[src/smart_pkg.sv]
// constants shared by the health-monitoring sector builder and its divider
package smart_pkg;

  // ---------------------------------------------------------------------
  // flash array shape
  // ---------------------------------------------------------------------
  localparam int NUM_CHIPS = 4;
  localparam int CHIP_W = 2;

  // ---------------------------------------------------------------------
  // task-file command codes and answers
  // ---------------------------------------------------------------------
  localparam logic [7:0] FEAT_READ_DATA = 8'hD0;
  localparam logic [7:0] FEAT_READ_THR = 8'hD1;
  localparam logic [7:0] FEAT_STATUS = 8'hDA;
  localparam logic [7:0] SIG_CYL_LOW = 8'h4F;
  localparam logic [7:0] SIG_CYL_HIGH = 8'hC2;
  localparam logic [7:0] FAIL_CYL_LOW = 8'hF4;
  localparam logic [7:0] FAIL_CYL_HIGH = 8'h2C;

  // ---------------------------------------------------------------------
  // attribute identifiers, flags and fixed values
  // ---------------------------------------------------------------------
  localparam logic [7:0] ID_SPARE = 8'hC4;
  localparam logic [7:0] ID_ERASE = 8'hE5;
  localparam logic [7:0] ID_ECC_TOTAL = 8'hCB;
  localparam logic [7:0] ID_ECC_CORR = 8'hCC;
  localparam logic [7:0] ID_READS = 8'hE8;
  localparam logic [7:0] ID_UDMA_CRC = 8'hC7;
  localparam logic [15:0] FLAGS_PREFAIL = 16'h0003;
  localparam logic [15:0] FLAGS_ADVISORY = 16'h0002;
  localparam logic [15:0] SECTOR_VERSION = 16'h0004;
  localparam logic [7:0] FIXED_VALUE = 8'h64;
  localparam logic [7:0] PCT_SCALE = 8'h64;
  localparam logic [7:0] FULL_PCT = 8'h64;

  // ---------------------------------------------------------------------
  // sector layout and timing
  // ---------------------------------------------------------------------
  localparam logic [8:0] OFS_VERSION_HI = 9'h001;
  localparam logic [8:0] OFS_ENTRIES = 9'h002;
  localparam logic [8:0] ENTRY_BYTES = 9'h00C;
  localparam logic [8:0] USED_ENTRY_BYTES = 9'h048;
  localparam logic [8:0] OFS_CHECKSUM = 9'h1FF;
  localparam logic [4:0] DIV_STEPS = 5'h18;

endpackage

[src/pct_divider.sv]
// sequential divider giving 100 * current / initial spare blocks
`timescale 1ns/1ps

module pct_divider (
  input wire logic i_ref_clk,
  input wire logic i_rstn,
  input wire logic i_start,
  input wire logic [15:0] i_cur,
  input wire logic [15:0] i_init,
  output logic o_done,
  output logic [7:0] o_pct
);

  typedef struct packed {
    logic busy;
    logic [4:0] cnt;
    logic [23:0] num;
    logic [15:0] den;
    logic [15:0] rem;
    logic [23:0] quot;
    logic done;
    logic [7:0] pct;
  } div_state_t;

  div_state_t r;
  div_state_t next_r;
  logic [16:0] trial;
  logic [23:0] q_new;

  // ---------------------------------------------------------------------
  // restoring division, one quotient bit per clock
  // ---------------------------------------------------------------------
  always_comb begin
    next_r = r;
    next_r.done = 1'b0;
    trial = {r.rem, r.num[23]};
    q_new = {r.quot[22:0], trial >= {1'b0, r.den}};
    if (i_start) begin
      // a chip with no spares at all is reported as untouched
      if (i_init == 16'h0000) begin
        next_r.done = 1'b1;
        next_r.pct = smart_pkg::FULL_PCT;
      end else begin
        next_r.busy = 1'b1;
        next_r.cnt = smart_pkg::DIV_STEPS;
        next_r.num = 24'(i_cur) * 24'(smart_pkg::PCT_SCALE);
        next_r.den = i_init;
        next_r.rem = 16'h0000;
        next_r.quot = 24'h000000;
      end
    end else if (r.busy) begin
      if (trial >= {1'b0, r.den}) begin
        next_r.rem = 16'(trial - {1'b0, r.den});
      end else begin
        next_r.rem = trial[15:0];
      end
      next_r.quot = q_new;
      next_r.num = {r.num[22:0], 1'b0};
      next_r.cnt = 5'(r.cnt - 5'h01);
      if (r.cnt == 5'h01) begin
        next_r.busy = 1'b0;
        next_r.done = 1'b1;
        // a quotient above FFh saturates to FFh rather than wrapping; 101 to 255 pass through
        next_r.pct = (|q_new[23:8]) ? 8'hFF : q_new[7:0];
      end
    end
  end

  always_ff @(posedge i_ref_clk or negedge i_rstn) begin
    if (!i_rstn) begin
      r <= '0;
    end else begin
      r <= next_r;
    end
  end

  assign o_done = r.done;
  assign o_pct = r.pct;

endmodule // pct_divider

[src/smart_reporter.sv]
// health-monitoring attribute and threshold sectors with status check
//
// Overview of operation
// - spare entry: id C4h, flags 0003h
// - spare value: minimum chip spare percentage
// - bytes 4-7: initial, current of minimum chip
// - bytes 8-11: initial and current totals
// - spare value below threshold means exceeded
// - erase entry: id E5h, flags 0002h
// - erase value remaining life; bytes 4-11 erases
// - erase value below threshold means exceeded
// - entry CBh counts every ECC error
// - entry CCh counts correctable ECC errors
// - entry E8h holds flash read total
// - entry C7h counts UDMA CRC errors
// - four counter entries advisory, never judged
// - counter entries value byte fixed 64h
// - threshold sector: version, 6 entries, checksum
// - spare threshold entry: C4h then threshold
// - erase threshold entry: E5h then threshold
// - status answer F4h/2Ch else 4Fh/C2h
`timescale 1ns/1ps

module smart_reporter (
  input wire logic i_ref_clk,
  input wire logic i_rstn,
  input wire logic i_cmd_valid,
  input wire logic [7:0] i_cmd_feature,
  input wire logic [7:0] i_cmd_cyl_low,
  input wire logic [7:0] i_cmd_cyl_high,
  input wire logic [smart_pkg::NUM_CHIPS-1:0][15:0] i_spare_init,
  input wire logic [smart_pkg::NUM_CHIPS-1:0][15:0] i_spare_cur,
  input wire logic [7:0] i_life_pct,
  input wire logic [63:0] i_erase_total,
  input wire logic [7:0] i_spare_thr,
  input wire logic [7:0] i_erase_thr,
  input wire logic i_ecc_err,
  input wire logic i_ecc_corr,
  input wire logic i_flash_read,
  input wire logic i_crc_err,
  input wire logic i_data_ready,
  output logic o_busy,
  output logic o_data_valid,
  output logic [7:0] o_data,
  output logic o_data_last,
  output logic o_status_valid,
  output logic [7:0] o_cyl_low,
  output logic [7:0] o_cyl_high,
  output logic o_abort
);

  typedef enum logic [2:0] {
    ST_IDLE,
    ST_DIV_GO,
    ST_DIV_WAIT,
    ST_SEND,
    ST_STATUS
  } state_t;

  typedef struct packed {
    state_t st;
    logic is_thr;
    logic is_status;
    logic [smart_pkg::CHIP_W-1:0] chip;
    logic div_go;
    logic [7:0] min_pct;
    logic [15:0] min_init;
    logic [15:0] min_cur;
    logic [15:0] sum_init;
    logic [15:0] sum_cur;
    logic [7:0] life;
    logic [63:0] erases;
    logic [7:0] thr_spare;
    logic [7:0] thr_erase;
    logic [31:0] snap_ecc;
    logic [31:0] snap_corr;
    logic [63:0] snap_reads;
    logic [31:0] snap_crc;
    logic [31:0] ecc;
    logic [31:0] corr;
    logic [63:0] reads;
    logic [31:0] crc;
    logic [8:0] idx;
    logic [7:0] csum;
    logic busy;
    logic dvalid;
    logic [7:0] data;
    logic last;
    logic svalid;
    logic [7:0] cyl_low;
    logic [7:0] cyl_high;
    logic abort;
  } smart_state_t;

  smart_state_t r;
  smart_state_t next_r;
  logic div_done;
  logic [7:0] div_pct;
  logic [17:0] acc_init [0:smart_pkg::NUM_CHIPS];
  logic [17:0] acc_cur [0:smart_pkg::NUM_CHIPS];
  logic sig_ok;
  logic feat_ok;
  logic exceeded;
  logic [8:0] idx_inc;
  logic [7:0] csum_inc;

  // ---------------------------------------------------------------------
  // spare totals over all chips
  // ---------------------------------------------------------------------
  assign acc_init[0] = 18'h00000;
  assign acc_cur[0] = 18'h00000;
  genvar g;
  generate
    for (g = 0; g < smart_pkg::NUM_CHIPS; g++) begin : g_sum
      assign acc_init[g+1] = acc_init[g] + 18'(i_spare_init[g]);
      assign acc_cur[g+1] = acc_cur[g] + 18'(i_spare_cur[g]);
    end
  endgenerate

  pct_divider u_div (
    .i_ref_clk(i_ref_clk),
    .i_rstn(i_rstn),
    .i_start(r.div_go),
    .i_cur(i_spare_cur[r.chip]),
    .i_init(i_spare_init[r.chip]),
    .o_done(div_done),
    .o_pct(div_pct)
  );

  // ---------------------------------------------------------------------
  // sector byte at a given offset
  // ---------------------------------------------------------------------
  function automatic logic [7:0] sector_byte(input smart_state_t s,
                                             input logic [8:0] idx);
    logic [8:0] rel;
    logic [2:0] k;
    logic [3:0] off;
    logic [95:0] e;
    rel = 9'(idx - smart_pkg::OFS_ENTRIES);
    k = 3'(rel / smart_pkg::ENTRY_BYTES);
    off = 4'(rel % smart_pkg::ENTRY_BYTES);
    e = '0;
    if (s.is_thr) begin
      unique case (k)
        3'h0: e = {80'h0, s.thr_spare, smart_pkg::ID_SPARE};
        3'h1: e = {80'h0, s.thr_erase, smart_pkg::ID_ERASE};
        3'h2: e = {88'h0, smart_pkg::ID_ECC_TOTAL};
        3'h3: e = {88'h0, smart_pkg::ID_ECC_CORR};
        3'h4: e = {88'h0, smart_pkg::ID_READS};
        3'h5: e = {88'h0, smart_pkg::ID_UDMA_CRC};
        default: e = '0;
      endcase
    end else begin
      unique case (k)
        3'h0: e = {s.sum_cur, s.sum_init, s.min_cur, s.min_init,
                   s.min_pct, smart_pkg::FLAGS_PREFAIL,
                   smart_pkg::ID_SPARE};
        3'h1: e = {s.erases, s.life, smart_pkg::FLAGS_ADVISORY,
                   smart_pkg::ID_ERASE};
        3'h2: e = {32'h0, s.snap_ecc, smart_pkg::FIXED_VALUE,
                   smart_pkg::FLAGS_ADVISORY, smart_pkg::ID_ECC_TOTAL};
        3'h3: e = {32'h0, s.snap_corr, smart_pkg::FIXED_VALUE,
                   smart_pkg::FLAGS_ADVISORY, smart_pkg::ID_ECC_CORR};
        3'h4: e = {s.snap_reads, smart_pkg::FIXED_VALUE,
                   smart_pkg::FLAGS_ADVISORY, smart_pkg::ID_READS};
        3'h5: e = {32'h0, s.snap_crc, smart_pkg::FIXED_VALUE,
                   smart_pkg::FLAGS_ADVISORY, smart_pkg::ID_UDMA_CRC};
        default: e = '0;
      endcase
    end
    if (idx == 9'h000) begin
      return smart_pkg::SECTOR_VERSION[7:0];
    end else if (idx == smart_pkg::OFS_VERSION_HI) begin
      return smart_pkg::SECTOR_VERSION[15:8];
    end else if (rel < smart_pkg::USED_ENTRY_BYTES) begin
      return e[{off, 3'b000} +: 8];
    end
    // unused entries and the tail up to the checksum read as zero
    return 8'h00;
  endfunction

  // ---------------------------------------------------------------------
  // next state
  // ---------------------------------------------------------------------
  assign sig_ok = (i_cmd_cyl_low == smart_pkg::SIG_CYL_LOW) &&
                  (i_cmd_cyl_high == smart_pkg::SIG_CYL_HIGH);
  assign feat_ok = (i_cmd_feature == smart_pkg::FEAT_READ_DATA) ||
                   (i_cmd_feature == smart_pkg::FEAT_READ_THR) ||
                   (i_cmd_feature == smart_pkg::FEAT_STATUS);
  // only the spare and erase values are judged; counters never are
  assign exceeded = (r.min_pct < r.thr_spare) ||
                    (r.life < r.thr_erase);
  assign idx_inc = 9'(r.idx + 9'h001);
  assign csum_inc = 8'(r.csum + r.data);

  always_comb begin
    next_r = r;
    next_r.div_go = 1'b0;
    next_r.svalid = 1'b0;
    next_r.abort = 1'b0;
    // counters saturate instead of wrapping to zero
    if (i_ecc_err && !(&r.ecc)) next_r.ecc = r.ecc + 32'h1;
    if (i_ecc_corr && !(&r.corr)) next_r.corr = r.corr + 32'h1;
    if (i_flash_read && !(&r.reads)) next_r.reads = r.reads + 64'h1;
    if (i_crc_err && !(&r.crc)) next_r.crc = r.crc + 32'h1;
    unique case (r.st)
      ST_IDLE: begin
        if (i_cmd_valid && sig_ok && feat_ok) begin
          next_r.st = ST_DIV_GO;
          next_r.busy = 1'b1;
          next_r.is_thr = (i_cmd_feature == smart_pkg::FEAT_READ_THR);
          next_r.is_status = (i_cmd_feature == smart_pkg::FEAT_STATUS);
          next_r.chip = '0;
          // every sector field is latched before the first byte goes out so multi-byte counts
          // cannot tear while the host drains it
          next_r.snap_ecc = r.ecc;
          next_r.snap_corr = r.corr;
          next_r.snap_reads = r.reads;
          next_r.snap_crc = r.crc;
          next_r.erases = i_erase_total;
          next_r.life = (i_life_pct > smart_pkg::FULL_PCT) ?
                        smart_pkg::FULL_PCT : i_life_pct;
          next_r.thr_spare = i_spare_thr;
          next_r.thr_erase = i_erase_thr;
          next_r.sum_init = (|acc_init[smart_pkg::NUM_CHIPS][17:16]) ?
                            16'hFFFF : acc_init[smart_pkg::NUM_CHIPS][15:0];
          next_r.sum_cur = (|acc_cur[smart_pkg::NUM_CHIPS][17:16]) ?
                           16'hFFFF : acc_cur[smart_pkg::NUM_CHIPS][15:0];
        end else if (i_cmd_valid) begin
          next_r.abort = 1'b1;
        end
      end
      ST_DIV_GO: begin
        next_r.div_go = 1'b1;
        next_r.st = ST_DIV_WAIT;
      end
      ST_DIV_WAIT: begin
        if (div_done) begin
          if ((r.chip == '0) || (div_pct < r.min_pct)) begin
            next_r.min_pct = div_pct;
            next_r.min_init = i_spare_init[r.chip];
            next_r.min_cur = i_spare_cur[r.chip];
          end
          if (r.chip == smart_pkg::CHIP_W'(smart_pkg::NUM_CHIPS - 1)) begin
            if (r.is_status) begin
              next_r.st = ST_STATUS;
            end else begin
              next_r.st = ST_SEND;
              next_r.idx = 9'h000;
              next_r.csum = 8'h00;
              next_r.dvalid = 1'b1;
              next_r.data = smart_pkg::SECTOR_VERSION[7:0];
              next_r.last = 1'b0;
            end
          end else begin
            next_r.chip = smart_pkg::CHIP_W'(r.chip + 1'b1);
            next_r.st = ST_DIV_GO;
          end
        end
      end
      ST_SEND: begin
        if (i_data_ready) begin
          next_r.csum = csum_inc;
          if (r.last) begin
            next_r.st = ST_IDLE;
            next_r.dvalid = 1'b0;
            next_r.last = 1'b0;
            next_r.busy = 1'b0;
          end else begin
            next_r.idx = idx_inc;
            next_r.last = (idx_inc == smart_pkg::OFS_CHECKSUM);
            next_r.data = (idx_inc == smart_pkg::OFS_CHECKSUM) ?
                          8'(8'h00 - csum_inc) :
                          sector_byte(r, idx_inc);
          end
        end
      end
      ST_STATUS: begin
        next_r.st = ST_IDLE;
        next_r.busy = 1'b0;
        next_r.svalid = 1'b1;
        next_r.cyl_low = exceeded ? smart_pkg::FAIL_CYL_LOW :
                         smart_pkg::SIG_CYL_LOW;
        next_r.cyl_high = exceeded ? smart_pkg::FAIL_CYL_HIGH :
                          smart_pkg::SIG_CYL_HIGH;
      end
      default: begin
        next_r.st = ST_IDLE;
        next_r.busy = 1'b0;
        next_r.dvalid = 1'b0;
      end
    endcase
  end

  always_ff @(posedge i_ref_clk or negedge i_rstn) begin
    if (!i_rstn) begin
      r <= '0;
    end else begin
      r <= next_r;
    end
  end

  assign o_busy = r.busy;
  assign o_data_valid = r.dvalid;
  assign o_data = r.data;
  assign o_data_last = r.last;
  assign o_status_valid = r.svalid;
  assign o_cyl_low = r.cyl_low;
  assign o_cyl_high = r.cyl_high;
  assign o_abort = r.abort;
endmodule // smart_reporter

[config.mk]
export PLATFORM = sky130hd
export DESIGN_NAME = smart_reporter
export DESIGN_NICKNAME = d
export VERILOG_FILES = /design/src/smart_pkg.sv /design/src/pct_divider.sv /design/src/smart_reporter.sv
export SDC_FILE = /design/constraint.sdc
export NUM_CORES = 2
export LEC_CHECK = 0
export BUFFER_PORTS_ARGS = -buffer_cell sky130_fd_sc_hd__buf_2
export CAP_MARGIN = 15
export CORE_UTILIZATION = 35
export DETAILED_ROUTE_END_ITERATION = 16
export GPL_TIMING_DRIVEN = 0
export SLEW_MARGIN = 25
export SYNTH_ARGS = -nofsm -noshare
export SYNTH_HDL_FRONTEND = slang
export SYNTH_SLANG_ARGS = --single-unit
[constraint.sdc]
create_clock -name i_ref_clk -period 6.82 [get_ports i_ref_clk]
set_input_delay 1.364 -clock i_ref_clk [delete_from_list [all_inputs] [get_ports i_ref_clk]]
set_output_delay 1.364 -clock i_ref_clk [all_outputs]
set_load 0.05 [all_outputs]
* After elaboration in Yosys (flattened, before gate mapping) *
Cells that the tools add are included.

operators by class
  $add $sub $neg = 17
  multiply operators = 1
  divide/modulo/power cells = 2
  order comparisons = 7
  equality and inequality tests = 28
  shift-type cells = 1
  multiplexer cells = 67
  bitwise logic cells = 3
  reduce and logical (&&, ||, !) cells = 44

operator list
  operator                 count
  $pmux W96 S6             1
  $mux W96                 4
  $mux W49                 2
  $add A32 B1 Y32 const B  3
  $pmux W16 S6             1
  $reduce_and A32 Y1       3
  $shiftx A96 B8 Y8        1
  $mux W86                 1
  $mux W16                 5
  $mux W8                  10
  $mux W17                 4
  $add A64 B1 Y64 const B  1
  $bmux W16 S2             2
  $reduce_and A64 Y1       1
  $mux W30                 2
  $add A17 B16 Y18         2
  $add A18 B16 Y18         2
  $add A16 B16 Y17         2
  $pmux W17 S2             1
  $eq A8 B8 Y1 const B     4
  $mux W10                 3
  $mux W28                 1
  $mux W9                  3
  $lt A8 B8 Y1             3
  other kinds (49)         108

word-level totals
  flip-flop bits (word level) = 628
  bits in latches = 0
  RAM bits = 0
  ROM bits = 0
  input port bits = 248
  output and inout port bits = 29
  word-level logic and storage cells = 210
  memories kept = 0

* Logic depth before layout (Yosys ltp) *
  depth in word-level cells = 18
  depth in mapped cells = 26
  depth with buffers taken out = 22

* By module *
From an unflattened synthesis, not the netlist that was laid out.

unflattened totals
  cells, all modules = 3599
  area total of the unflattened synthesis = 34589.4 µm²

by module, submodules not included
  module          instances  cells each  area an instance (µm²)  seq. area each (µm²)
  smart_reporter  1          2961        28486.1                 13037.5
  pct_divider     1          638         6103.4                  2327.2

* Least setup slack after synthesis *
No wires, ideal clock.

  path type = register to register
  start = register r[527] (netlist name)
  end = register u_div.r[85] (netlist name)
  library setup time = 130 ps
  data arrival time = 6286 ps
  required time = 6690 ps
  path slack = 404 ps
  stages on the path, launching flop included = 25
  path buffers = 4
  clock period less this slack = 6416 ps
  cells stage by stage = dfrtp_1 clkbuf_1 buf_1 buf_1 clkbuf_1 mux4_2 ha_1 ha_1 inv_1 fa_1 inv_1 ha_1 nor2b_1 o21ai_0 a21boi_0 o21ai_0 a21boi_0 o21ai_0 a21oi_1 o21ai_0 a21oi_1 o21a_1 o21a_1 o31ai_1 o21ai_0

between the ends
  cells in the longest elaborated chain, start to end = 5
  elaborated cells on any way between the ends = 10
  those cells by class = mul: 1; eq/ne: 1; mux: 6; reduce/logical: 2

ends and longest elaborated chain
  element                         line                   source
  start: declaration              smart_reporter.sv:95   smart_state_t r;
  start signal: assignment        smart_reporter.sv:299  r <= next_r;
  $bmux W16 S2                    smart_reporter.sv:124  .i_cur(i_spare_cur[r.chip]),
  $mux W16 (implied by the code)  smart_reporter.sv:124
  net u_div.i_cur[3]              pct_divider.sv:8       input wire logic [15:0] i_cur,
  $mul A16 B5 Y21                 pct_divider.sv:46      next_r.num = 24'(i_cur) * 24'(smart_pkg::PCT_SCALE);
  $mux W86                        pct_divider.sv:40      if (i_init == 16'h0000) begin
  $mux W30                        pct_divider.sv:38      if (i_start) begin
  end signal: assignment          pct_divider.sv:73      r <= next_r;
  end: declaration                pct_divider.sv:25      div_state_t r;

The timed path passes the listed nets, and every way through them passes these cells. The select of a mux whose other input is x is not followed.
A chain may end at the register's enable or synchronous reset.

* Final worst setup path *
  start = register r[37] (netlist name)
  end = register r (netlist bit o_data[6])

between the ends
  cells in the longest elaborated chain, start to end = 18
  elaborated cells on any way between the ends = 35
  those cells by class = add/sub: 2; div: 2; order compare: 1; eq/ne: 7; shift: 1; mux: 20; reduce/logical: 2

ends and longest elaborated chain
  element                                       line                                          source
  $add A9 B1 Y9 *                               smart_reporter.sv:193                         assign idx_inc = 9'(r.idx + 9'h001);
  $sub A9 B2 Y9                                 smart_reporter.sv:139                         rel = 9'(idx - smart_pkg::OFS_ENTRIES);
  $div A9 B4 Y9                                 smart_reporter.sv:140                         k = 3'(rel / smart_pkg::ENTRY_BYTES);
  $eq A3 B3 Y1, or another cell as far along    smart_reporter.sv:144, smart_reporter.sv:154
  $pmux W96 S6 or $pmux W16 S6 (tied branches)  smart_reporter.sv:154, smart_reporter.sv:144
  $mux W96                                      smart_reporter.sv:143                         if (s.is_thr) begin
  $mux W96                                      smart_reporter.sv:264                         if (r.last) begin
  $mux W96                                      smart_reporter.sv:262                         if (i_data_ready) begin
  [2 not listed]                                --
  $mux W8                                       smart_reporter.sv:175                         end else if (rel < smart_pkg::USED_ENTRY_BYTES) begin
  $mux W8                                       smart_reporter.sv:173                         end else if (idx == smart_pkg::OFS_VERSION_HI) begin
  $mux W8                                       smart_reporter.sv:171                         if (idx == 9'h000) begin
  $mux W8                                       smart_reporter.sv:179                         return 8'h00;
  $mux W8 *                                     smart_reporter.sv:272                         next_r.data = (idx_inc == smart_pkg::OFS_CHECKSUM) ?
  $mux W8 *                                     smart_reporter.sv:264
  $mux W28 *                                    smart_reporter.sv:262
  $pmux W9 S2 *                                 smart_reporter.sv:206                         unique case (r.st)

Mark *: on every way between the ends. The rest lies on a longest branch, timed or not. The select of a mux whose other input is x is not followed.

==> impl_metrics.csv <==
group,metric,value,unit
global_routing,grt_pass1_wl,190.9,mm
routing,wl_met3,10.20,mm
synth,synth-seq-area-share,43.50,%
place,dpl.hpwl,100.9,mm
cts,cts_root_buf,"clkbuf_16",
floorplan,core_area,100000,µm²
pwr,leakage,0.01960,µW
cts,htreeDepth,3,
routing,wl_per_cell,23.35,µm
place,place_congestion,1.008,
min_path,hold_depth,1,
global_routing,grt_max_degree,89,
sta,maxSlewHeadroom,28.48,%
routing,m1WireLength,55.66,mm
synth,ys_ff_latch,614,
worst_setup_path,r2r_setup_slack,180,ps
synth,yosysTopAreaCellShare,43.50,%
routing,highest_layer,"met5",
routing,drt_wl_total,128.0,mm
job,maxCapViolCount,0,
pwr,ir_drop,0.3575,mV
place,place_area,38550,µm²
routing,drtAntennaViolNets,0,
cts,hold_buffers,0,
place,pre_cts_ws,-1574,ps
synth,synthDistinctLibCells,103,
floorplan,die_w,319.7,µm
cts,clk_pin_slew,60,ps
place,io_buffers,274,
worst_setup_path,critical_path_class,"reg2reg",
worst_setup_path,ff2ff_path_depth,21,
final_layout,fin_cells,5484,
cts,clockBufferDepth,3,
cts,ctsResizeCount,17,
sta,skew,22.16,ps
routing,vias,30240,
sta,drv_slew,0,
global_routing,grt_use_total,25.01,%
worst_setup_path,worst-endpoint-arrival,7140,ps
synth,synth-edff-count,0,
worst_setup_path,worstSetupStartpointType,"flop",
worst_setup_path,end_kind,"flop",
floorplan,boundaryPins,277,
place,dpl.cell_count,5359,
synth,yosys.area.top_type,"dfrtp_1",
final_layout,final_util,41.00,%
sta,clock.fmax,150.6,MHz
sta,post-route-period-util,97.38,%
synth,synth_async_sr_flop_share,100.0,%
sta,fin_ws,178.7,ps
final_layout,fin_area,41000,µm²
sta,grt_setup_unrepaired,"no",
cts,clock_latency,650,ps
routing,met2_length,56.86,mm
synth,synthCells,3778,
floorplan,floorplan.initialDensity,35.32,%
routing,drt_iter0_markers,2899,
cts,cts_tree,"yes",
final_layout,nets,4605,
min_path,worstHoldPathType,"reg2reg",
worst_setup_path,critPathMaxFanout,11,
cts,numCtsBuffers,70,
synth,synth_area_leaders,"dfrtp_1, nand2_1, ha_1, fa_1, xnor2_1",
sta,finalCriticalPeriod,6641,ps
synth,postSynthAreaPerCell,9.350,µm²
sta,setup_viol,0,
final_layout,area_growth_syn_to_layout,16.08,%
global_routing,antenna_found_initial,3,
global_routing,gr-total-overflow,0,
worst_setup_path,worstPathRequired,7320,ps
cts,clock_sinks,614,
floorplan,die-area,102200,µm²
sta,finalHoldViolCount,0,
synth,synth.yosys.warnings,0,
routing,drc_errors,0,
sta,tightest_slew,1073,ps
routing,firstDrtPassIters,8,
cts,cts_setup_buffers,0,
routing,viasPerCell,5.515,
run_status,status,"complete, no violations",
synth,synth_top_flop_cell,"dfrtp_1",
floorplan,num_rows,116,
synth,syn_area,35320,µm²
final_layout,drive_gt1_share,14.32,%
floorplan,die_h,319.7,µm
global_routing,first_global_vias,29200,
pwr,p_per_area,357.8,nW/µm²
final cells by class:
class / instances / area, µm²
buffer: 199 / 957.2
antenna: 2 / 5.005
fill: 9930 / 59000
sequential: 614 / 15360
multi-input combinational: 2800 / 18470
inverter: 165 / 623.1
tap: 1298 / 1624
clock buffer: 94 / 1973
timing repair buffer: 282 / 1602
clock inverter: 30 / 380.4
layout by cell type (no fill, tap or decap), types with 77 or more instances in the layout:
cell type and n:
nand2_1 985, dfrtp_1 614, buf_2 308, o21ai_0 178
xnor2_1 173, inv_1 163, nor2_1 155, ha_1 147
nand3_1 133, clkbuf_1 125, a21oi_1 91, fa_1 77
path summary, 6_finish.rpt:
| path | startpoint | endpoint |
|---|---|---|
| max | r[37]$_DFFE_PN0P_ | o_data[6]$_DFFE_PN0P_ |
| min | r[109]$_DFFE_PN0P_ | r[109]$_DFFE_PN0P_ |
| max reg2reg | r[37]$_DFFE_PN0P_ | o_data[6]$_DFFE_PN0P_ |
| min reg2reg | r[109]$_DFFE_PN0P_ | r[109]$_DFFE_PN0P_ |
| max in group asynchronous | i_rstn | u_div.r[39]$_DFFE_PN0P_ |
| min in group asynchronous | i_rstn | r[298]$_DFFE_PN0P_ |
per-stage QoR:
| step | TNS, ps | power [µW] | hold slack, ps |
|---|---|---|---|
| 6_report | 0 | 14670 | 468.9 |
| 5_1_grt | 0 | 15230 | 496.0 |
| 4_1_cts | 0 | 14500 | 474.5 |
| 3_5_place_dp | -19700 | 10530 | 462.2 |
| 3_3_place_gp | -5486020 | 10520 | 457.7 |
| 2_1_floorplan | 0 | 7961 | 436.9 |
kinds of logic after synthesis:
logic type	after synthesis	share of synthesized area, %
and+or+nand+nor	1582	19.50
other	1	0.01062
muxes	82	3.581
buffers and inverters	365	4.417
DFF	614	43.50
xor gates and xnor gates	226	5.678
AOI/OAI and AO/OA	683	13.71
adders and majority gates	225	9.606
layer usage:
layer / up-vias / global-route usage, %
li1: 13820 / -
met1: 14990 / 34.76
met2: 1229 / 38.52
met3: 210 / 4.483
met4: 2 / 9.850
met5: - / 0
registers in the layout (all words and copies together) (netlist names):
signal,flops
r,505
u_div.r,61
u_div.q_new,23
o_data,8
u_div.o_pct,8
o_cyl_low,3
o_abort,1
o_busy,1
o_data_last,1
o_data_valid,1
o_status_valid,1
u_div.o_done,1
critical path, stage by stage, from the launching register on:
cell	delay, ps
dfrtp_1	390
buf_4	270
inv_4	140
clkbuf_4	250
ha_2	440
clkbuf_4	300
clkinv_2	260
ha_1	340
inv_1	230
nor4_1	110
a211oi_1	460
clkbuf_2	360
nand2_1	160
o21ai_1	490
nor3b_1	110
buf_2	230
buf_4	240
buf_2	290
a222oi_1	530
nand3_1	190
a311oi_2	510
o31ai_1	150
power by group:
group	leakage (µW)	switching (µW)	internal (µW)	total [µW]
clock network	0.00115	1610	2280	3880
logic	0.0105	4730	2110	6840
registers	0.00800	171	3770	3940
Yosys cell counts (all sizes together) (36+ instances only):
library cell and n:
nand2 987, dfrtp 614, o21ai 186, xnor2 176, inv 163, nor2 158, ha 148, nand3 134
clkbuf 121, a21oi 94, buf 79, fa 77, nor3 69, a22oi 57, a221oi 53, nand4 53
xor2 50, and3 36
No activity file was read; power rests on OpenSTA's default activity.
